<file path="config.mk">
export PLATFORM = sky130hd
export DESIGN_NAME = watchdog_timer_core
export DESIGN_NICKNAME = d
export VERILOG_FILES = /design/src/watchdog_pkg.sv /design/src/dog_count_if.sv /design/src/watchdog_timer_core.sv /design/src/dog_counter.sv
export VERILOG_INCLUDE_DIRS = /design/src
export SDC_FILE = /design/constraint.sdc
export NUM_CORES = 1
export LEC_CHECK = 0
export BUFFER_PORTS_ARGS = -buffer_cell sky130_fd_sc_hd__clkbuf_2
export CAP_MARGIN = 10
export CORE_ASPECT_RATIO = 1.25
export CORE_MARGIN = 3
export CORE_UTILIZATION = 58
export CTS_BUF_LIST = sky130_fd_sc_hd__clkbuf_16
export DETAILED_ROUTE_END_ITERATION = 10
export PLACE_DENSITY = 0.86
export SLEW_MARGIN = 15
export SYNTH_ARGS = -nofsm -noshare
export SYNTH_HDL_FRONTEND = slang
export SYNTH_SLANG_ARGS = --single-unit
</file>
<file path="constraint.sdc">
create_clock -name clk -period 9.48 [get_ports clk]
set_input_delay 1.896 -clock clk [delete_from_list [all_inputs] [get_ports clk]]
set_output_delay 1.896 -clock clk [all_outputs]
set_load 0.02 [all_outputs]
</file>
<file path="src/watchdog_cfg.svh">
// offsets, field positions, reset values and counts for the watchdog
`ifndef WATCHDOG_CFG_SVH
`define WATCHDOG_CFG_SVH

// register byte addresses on the apb bus
`define CTRL_ADDR      12'h000
`define STAT_ADDR      12'h004
`define IRQ_STAT_ADDR  12'h008
`define IRQ_MASK_ADDR  12'h00C
`define COUNT_ADDR     12'h010

// control register fields
`define SOFT_EN_BIT    0
`define PERIOD_LSB     1
`define PERIOD_MSB     5
`define PERIOD_RESET   5'h0B
`define PERIOD_MAX     5'h12

// mode configuration codes
`define MODE_OFF       2'h0
`define MODE_SOFT      2'h1
`define MODE_AWAKE     2'h2
`define MODE_ON        2'h3

// interrupt status bits
`define IRQ_RST_BIT    0
`define IRQ_WAKE_BIT   1
`define IRQ_W          2

// time base: 1 ms nominal is 2**5 ticks of the 31 kHz oscillator
`define LFO_FREQ_HZ    31000
`define BASE_TIME_US   1000
`define BASE_LOG2      5'h05
`define COUNT_W        23

`endif

</file>
<file path="src/watchdog_pkg.sv">
// types and shared arithmetic of the watchdog
`include "watchdog_cfg.svh"
package watchdog_pkg;
  typedef logic [4:0]            period_t;
  typedef logic [1:0]            mode_t;
  typedef logic [`COUNT_W-1:0]   count_t;

  // last count before time-out; reserved codes fall back to the minimum
  function automatic count_t ratio_last(input period_t ps);
    logic [4:0]        sh;
    logic [`COUNT_W:0] full;
    sh   = (ps > `PERIOD_MAX) ? `BASE_LOG2 : 5'(ps + `BASE_LOG2);
    full = {{`COUNT_W{1'b0}}, 1'b1} << sh;
    return count_t'(full - {{`COUNT_W{1'b0}}, 1'b1});
  endfunction : ratio_last
endpackage : watchdog_pkg

</file>
<file path="src/dog_count_if.sv">
// carrier between the watchdog control and its tick counter
`timescale 1ns/10ps
interface dog_count_if;
  logic                  tick;
  logic                  clear;
  logic                  run;
  watchdog_pkg::period_t period;
  logic                  timeout;
  watchdog_pkg::count_t  count;

  modport ctrl (output tick, output clear, output run, output period,
                input timeout, input count);
  modport cnt  (input tick, input clear, input run, input period,
                output timeout, output count);
endinterface : dog_count_if

</file>
<file path="src/watchdog_timer_core.sv">
// watchdog timer core with apb control, sleep handling and interrupts
`timescale 1ns/10ps
`include "watchdog_cfg.svh"
module watchdog_timer_core (
  // clock and reset
  input  wire logic        clk,
  input  wire logic        sys_rst,
  // apb slave
  input  wire logic        psel,
  input  wire logic        penable,
  input  wire logic        pwrite,
  input  wire logic [11:0] paddr,
  input  wire logic [31:0] pwdata,
  input  wire logic [3:0]  pstrb,
  output logic      [31:0] prdata,
  output logic             pready,
  output logic             pslverr,
  // oscillator pin and configuration
  input  wire logic        low_freq_internal_osc,
  input  wire logic [1:0]  dog_mode_config,
  // cpu and clock-system events
  input  wire logic        dog_clear_instr,
  input  wire logic        sleep_active,
  input  wire logic        idle_active,
  input  wire logic        irq_wake,
  input  wire logic        osc_fail,
  input  wire logic        osc_startup_timer,
  // results
  output logic             dog_reset,
  output logic             dog_wake,
  output logic             timeout_status_flag_n,
  output logic             powerdown_status_flag_n,
  output logic             irq
);
  dog_count_if cif ();

  logic                  osc_s1_q;
  logic                  osc_s2_q;
  logic                  osc_s3_q;
  logic                  osc_lvl_q;
  logic                  tick;
  logic                  sleep_q;
  logic                  sleep_enter;
  logic                  sleep_exit;
  logic                  run;
  logic                  soft_en_q;
  watchdog_pkg::period_t period_q;
  logic                  dog_reset_q;
  logic                  dog_wake_q;
  logic                  to_n_q;
  logic                  down_n_q;
  logic [`IRQ_W-1:0]     irq_stat_q;
  logic [`IRQ_W-1:0]     irq_mask_q;
  logic [`IRQ_W-1:0]     irq_ev;
  logic [31:0]           prdata_q;
  logic [31:0]           rd_mux;
  logic                  mapped;
  logic                  wr_acc;
  logic                  asleep_or_idle;
  logic                  wr_ctrl;
  logic                  wr_irq_stat;
  logic                  wr_irq_mask;

  // address match of an accepted write; shared by every writable register
  function automatic logic wr_hit(input logic acc, input logic [11:0] addr, input logic [11:0] want);
    return acc && (addr == want);
  endfunction : wr_hit

  // oscillator pin crossing: a level counts once stages two and three agree
  always_ff @(posedge clk) begin
    if (sys_rst) begin
      osc_s1_q  <= 1'b0;
      osc_s2_q  <= 1'b0;
      osc_s3_q  <= 1'b0;
      osc_lvl_q <= 1'b0;
    end else begin
      osc_s1_q <= low_freq_internal_osc;
      osc_s2_q <= osc_s1_q;
      osc_s3_q <= osc_s2_q;
      if (osc_s2_q == osc_s3_q) begin
        osc_lvl_q <= osc_s3_q;
      end
    end
  end

  // one tick per filtered rising edge of the oscillator
  assign tick = osc_s2_q & osc_s3_q & ~osc_lvl_q;

  // sleep edge detection
  always_ff @(posedge clk) begin
    if (sys_rst) begin
      sleep_q <= 1'b0;
    end else begin
      sleep_q <= sleep_active;
    end
  end

  assign sleep_enter = sleep_active & ~sleep_q;
  assign sleep_exit  = ~sleep_active & sleep_q;

  // operating mode decode
  always_comb begin
    unique case (dog_mode_config)
      `MODE_ON:    run = 1'b1;
      `MODE_AWAKE: run = ~sleep_active;
      `MODE_SOFT:  run = soft_en_q;
      `MODE_OFF:   run = 1'b0;
    endcase
  end

  // counter hookup; every clearing condition folds into one strobe
  assign cif.tick   = tick;
  assign cif.run    = run;
  assign cif.period = period_q;
  assign cif.clear  = dog_clear_instr
                    | sleep_enter
                    | sleep_exit
                    | irq_wake
                    | osc_fail
                    | ~run
                    | osc_startup_timer;

  dog_counter u_counter (
    .clk     (clk),
    .sys_rst (sys_rst),
    .bus     (cif.cnt)
  );

  // idle and sleep both turn a time-out into a wake
  assign asleep_or_idle = sleep_active | idle_active;

  // reset strobe, registered one cycle after an awake time-out
  always_ff @(posedge clk) begin
    if (sys_rst) begin
      dog_reset_q <= 1'b0;
    end else begin
      dog_reset_q <= cif.timeout & ~asleep_or_idle;
    end
  end

  // wake strobe; blocking the reset in idle keeps the cpu state intact
  always_ff @(posedge clk) begin
    if (sys_rst) begin
      dog_wake_q <= 1'b0;
    end else begin
      dog_wake_q <= cif.timeout & asleep_or_idle;
    end
  end

  assign dog_reset = dog_reset_q;
  assign dog_wake  = dog_wake_q;

  // time-out flag, active low; a time-out wins over the clear instruction
  always_ff @(posedge clk) begin
    if (sys_rst) begin
      to_n_q <= 1'b1;
    end else if (cif.timeout) begin
      to_n_q <= 1'b0;
    end else if (sleep_enter || dog_clear_instr) begin
      to_n_q <= 1'b1;
    end
  end

  // power-down flag, active low; sleep entry beats a clear in the same cycle
  always_ff @(posedge clk) begin
    if (sys_rst) begin
      down_n_q <= 1'b1;
    end else if (sleep_enter && !cif.timeout) begin
      down_n_q <= 1'b0;
    end else if (dog_clear_instr && !cif.timeout) begin
      down_n_q <= 1'b1;
    end
  end

  assign timeout_status_flag_n   = to_n_q;
  assign powerdown_status_flag_n = down_n_q;

  // apb decode; zero wait states, unmapped access answers with an error
  always_comb begin
    mapped = 1'b1;
    rd_mux = 32'h00000000;
    unique case (paddr)
      `CTRL_ADDR:     rd_mux = {26'h0000000, period_q, soft_en_q};
      `STAT_ADDR:     rd_mux = {28'h0000000, osc_startup_timer, down_n_q, to_n_q, run};
      `IRQ_STAT_ADDR: rd_mux = {30'h00000000, irq_stat_q};
      `IRQ_MASK_ADDR: rd_mux = {30'h00000000, irq_mask_q};
      `COUNT_ADDR:    rd_mux = {9'h000, cif.count};
      default:        mapped = 1'b0;
    endcase
  end

  assign wr_acc  = psel & penable & pwrite & mapped & pstrb[0];
  assign pready  = 1'b1;
  assign pslverr = psel & penable & ~mapped;

  // one write strobe per writable register
  assign wr_ctrl     = wr_hit(wr_acc, paddr, `CTRL_ADDR);
  assign wr_irq_stat = wr_hit(wr_acc, paddr, `IRQ_STAT_ADDR);
  assign wr_irq_mask = wr_hit(wr_acc, paddr, `IRQ_MASK_ADDR);

  // read data captured in the setup cycle so it stands through the access
  always_ff @(posedge clk) begin
    if (sys_rst) begin
      prdata_q <= 32'h00000000;
    end else if (psel && !penable && !pwrite) begin
      prdata_q <= rd_mux;
    end
  end

  assign prdata = prdata_q;

  // control register; only byte lane 0 carries bits
  always_ff @(posedge clk) begin
    if (sys_rst) begin
      period_q  <= `PERIOD_RESET;
      soft_en_q <= 1'b0;
    end else if (wr_ctrl) begin
      period_q  <= pwdata[`PERIOD_MSB:`PERIOD_LSB];
      soft_en_q <= pwdata[`SOFT_EN_BIT];
    end
  end

  // interrupt events
  assign irq_ev[`IRQ_RST_BIT]  = cif.timeout & ~asleep_or_idle;
  assign irq_ev[`IRQ_WAKE_BIT] = cif.timeout & asleep_or_idle;

  // sticky status, write one to clear; a new event beats the clear
  always_ff @(posedge clk) begin
    if (sys_rst) begin
      irq_stat_q <= '0;
    end else if (wr_irq_stat) begin
      irq_stat_q <= (irq_stat_q & ~pwdata[`IRQ_W-1:0]) | irq_ev;
    end else begin
      irq_stat_q <= irq_stat_q | irq_ev;
    end
  end

  // interrupt mask
  always_ff @(posedge clk) begin
    if (sys_rst) begin
      irq_mask_q <= '0;
    end else if (wr_irq_mask) begin
      irq_mask_q <= pwdata[`IRQ_W-1:0];
    end
  end

  // level interrupt while any unmasked status bit is set
  assign irq = |(irq_stat_q & irq_mask_q);
endmodule : watchdog_timer_core

</file>
<file path="src/dog_counter.sv">
// tick counter that flags a time-out at the selected prescale ratio
`timescale 1ns/10ps
`include "watchdog_cfg.svh"
module dog_counter (
  // clock and reset
  input wire logic   clk,
  input wire logic   sys_rst,
  // counter side of the carrier
  dog_count_if.cnt   bus
);
  watchdog_pkg::count_t count_q;
  watchdog_pkg::count_t last;

  // terminal count; >= so a shortened period fires at once
  assign last        = watchdog_pkg::ratio_last(bus.period);
  assign bus.timeout = bus.run & bus.tick & ~bus.clear & (count_q >= last);
  assign bus.count   = count_q;

  // clear has priority over counting
  always_ff @(posedge clk) begin
    if (sys_rst || bus.clear) begin
      count_q <= '0;
    end else if (bus.run && bus.tick) begin
      if (count_q >= last) begin
        count_q <= '0;
      end else begin
        count_q <= count_q + 1'b1;
      end
    end
  end
endmodule : dog_counter

</file>
==> summary.txt <==
CTS
  – Clock sinks: 65
  – Post_cts resized: 0
  – Max Root-Sink Buffers: 2
  – CTS tree: done
  – Inserted Clock Buffers: 9
  – CTS Root Buffer Type: clkbuf_16
  – # H-tree levels: 3
  – Post-CTS Setup Bufs: 0
  – Clock slew at reported path FFs: 60 ps
  – Hold buffers post-CTS: 0
  – Clk_lat worst skew: 330 ps

STA
  – Setup violators final: 0
  – Pins Over Slew Limit: 0
  – RSZ-0062 raised after global routing: no
  – Setup TNS Final: 0 ps
  – Final Hold Fails: 0
  – FMAX: 0.175 GHz
  – Period minus WS final: 5710 ps
  – Slew HR: 0.422
  – Period utilisation layout: 0.603
  – Setup Skew: 4.40 ps
  – Worst-Margin Slew: 866 ps

Placement
  – DP HPWL: 7340 um
  – Final GP Congestion: 0.916
  – Port bufs: 61
  – Placed insts: 615

Global routing
  – GRT Overall Usage: 0.276
  – Initial antenna violation count: 0
  – Vias in the first global route: 3865
  – Global-route wire length before repair: 17600 um
  – Largest net degree at the start of global routing: 39
  – Total grt overflow: 0

Setup path
  – Worst EP arrival: 5900 ps
  – Crit Path Category: flop to flop
  – R2R Path Start: cif.period[0]
  – R2R depth: 18
  – Setup slack, reg-to-reg: 3770 ps
  – Worst R2R End: u_counter.bus.count[10]
  – Crit start category: flop
  – CP required: 9660 ps
  – CP max FO: 18
  – Worst setup EP type: flop

Routing
  – Final ANT Viol Nets: 0
  – Drc violations: 0
  – Wire length per cell: 16.3 um
  – DR vias/cell: 6.11
  – Overall via count from detail_route: 3862
  – DRT iter0 DRCs: 227
  – DRT Wirelength: 10300 um
  – Drt pass-1 iters: 7

Floorplanning
  – Die Width: 80.2 um
  – Core Footprint: 6610 um^2
  – Num ports: 101
  – FP Rows: 33
  – Die ar.: 7930 um^2
  – Die height: 98.8 um
  – Initial core utilization: 0.605

Status
  – Outcome: finished clean

Layout
  – Nets: 630
  – Number of antenna diodes: 0
  – Layout area overhead: 15.3%
  – Layout cells sized above 1: 0.174
  – Most frequent cells in the layout: dfxtp_1 (65), clkbuf_2 (61), nor2_1 (56), nand2_1 (48), nand3_1 (33)
  – Post-route insts no fill: 632
  – Filler Cells Inserted: 490
  – Leading cell type in the layout, fill and taps excluded: dfxtp_1
  – Multi-input gate area: 2520 um^2
  – Register area: 1300 um^2

Synthesis
  – Synthesis Warnings: 0
  – Synth Instances: 495
  – Synth async-reset ratio: 0
  – Register area share after synthesis: 0.326
  – Post-Syn Area: 4000 um^2
  – EDFF count, synth: 0
  – Top_reg_cell synth: dfxtp_1
  – Mean Syn Cell Area: 8.07 um^2
  – Yosys reg bits: 65
  – Cell variety after synth: 61

Power
  – Pwr/cell area: 144 nW/um^2
  – Peak supply drop: 0.000118 V
  – P_leak: 1.93 nW

Hold path
  – Hold EP: osc_s2_q
  – Hold Path Depth: 1
  – HP Class: flop to flop
  – Min-delay src: osc_s1_q

Run
  – Max-cap violations: 0
## routing by layer
metal  vias to the layer above  global-route usage  part of all wire  routed length [um]
met2                       158               0.482              0.53                5450
met4                         0               0.138             0.040                 407
met1                      1810               0.319              0.38                3940
li1                       1854                   -                 -                   -
met3                        40              0.0457             0.046                 477
met5                         -                   0                 0                   0
## state kept, by name (all words and copies together), names as in the netlist
signal / flops
prdata: 23
u_counter.bus.count: 23
cif.period: 5
irq_mask_q: 2
irq_stat_q: 2
dog_reset: 1
dog_wake: 1
osc_lvl_q: 1
osc_s1_q: 1
osc_s2_q: 1
osc_s3_q: 1
powerdown_status_flag_n: 1
sleep_q: 1
soft_en_q: 1
timeout_status_flag_n: 1
## worst max-delay path by stage
| stage | from | endpoint | cells past startpoint |
|---|---|---|---|
| 6_report | cif.period[0] | u_counter.bus.count[10] | 18 |
| 3_5_place_dp | paddr[7] | pslverr | 6 |
| 2_1_floorplan | paddr[7] | pslverr | 5 |
| 5_1_grt | cif.period[0] | u_counter.bus.count[18] | 18 |
| 3_3_place_gp | paddr[7] | pslverr | 6 |
| 4_1_cts | paddr[7] | pslverr | 6 |
## Yosys cell counts (4+ instances only)
| master | n | area share |
|---|---|---|
| nand4_1 | 15 | 0.023 |
| a31oi_1 | 4 | 0.0063 |
| inv_1 | 10 | 0.0094 |
| nor2_1 | 56 | 0.053 |
| ha_1 | 28 | 0.088 |
| buf_4 | 10 | 0.019 |
| buf_2 | 7 | 0.0088 |
| o21ai_0 | 18 | 0.023 |
| mux2i_1 | 9 | 0.023 |
| a21oi_1 | 31 | 0.039 |
| xnor2_1 | 4 | 0.0088 |
| a211o_1 | 4 | 0.0088 |
| a211oi_1 | 6 | 0.011 |
| nor2b_1 | 11 | 0.017 |
| nand2b_1 | 8 | 0.013 |
| nand2_1 | 48 | 0.045 |
| a221oi_1 | 4 | 0.0088 |
| clkbuf_1 | 19 | 0.018 |
| nand3_1 | 33 | 0.041 |
| dfxtp_1 | 65 | 0.33 |
| xor2_1 | 18 | 0.039 |
| nor3_1 | 21 | 0.026 |
## stage by stage
step / power [W] / utilization / area, um^2 / hold WS [ps] / setup slack [ps]
2_1_floorplan: 0.000306 / - / 4030 / 414 / 4410
3_3_place_gp: 0.000313 / 0.647 / 4270 / 427 / 3900
3_5_place_dp: 0.000314 / 0.647 / 4270 / 434 / 3860
4_1_cts: 0.000664 / 0.695 / 4590 / 452 / 3830
5_1_grt: 0.000681 / 0.698 / 4610 / 465 / 3300
6_report: 0.000665 / 0.698 / 4610 / 449 / 3770
## power breakdown
part	switching, W	internal (W)	total, W
registers	0.00000140	0.000276	0.000277
logic	0.0000208	0.0000113	0.0000321
clock network	0.000126	0.000230	0.000356
## cells by family (layout without fill, tap and decap cells)
logic type / Yosys count / count (layout) / synth area share
compound gates: 101 / 101 / 0.172
xor+xnor: 22 / 22 / 0.0482
fa+ha+maj: 28 / 28 / 0.0877
buf+inv: 47 / 89 / 0.0557
flops: 65 / 65 / 0.326
mux: 11 / 11 / 0.0338
other cells: 2 / 10 / 0.00188
simple gates: 219 / 219 / 0.275
## critical path, stage by stage (launching register included)
cell	delay (ps)
dfxtp_1	620
inv_1	200
ha_1	280
nand2b_1	160
a32o_1	320
a211o_1	380
or3_1	460
ha_1	320
inv_1	150
a211o_1	220
o21ai_1	100
a22o_1	190
ha_1	290
nand4_1	170
nor3_1	430
o211ai_1	180
o211a_1	290
a21oi_2	690
nor2_1	120
## final cells by class
cell class | count | area share
multi-input combinational | 391 | 0.547
inverter | 11 | 0.00896
timing repair buffer | 62 | 0.0687
clock buffer | 9 | 0.0489
tap | 87 | 0.0236
sequential | 65 | 0.282
clock inverter | 7 | 0.0204
Note: power is estimated with default switching activity, not from simulation.
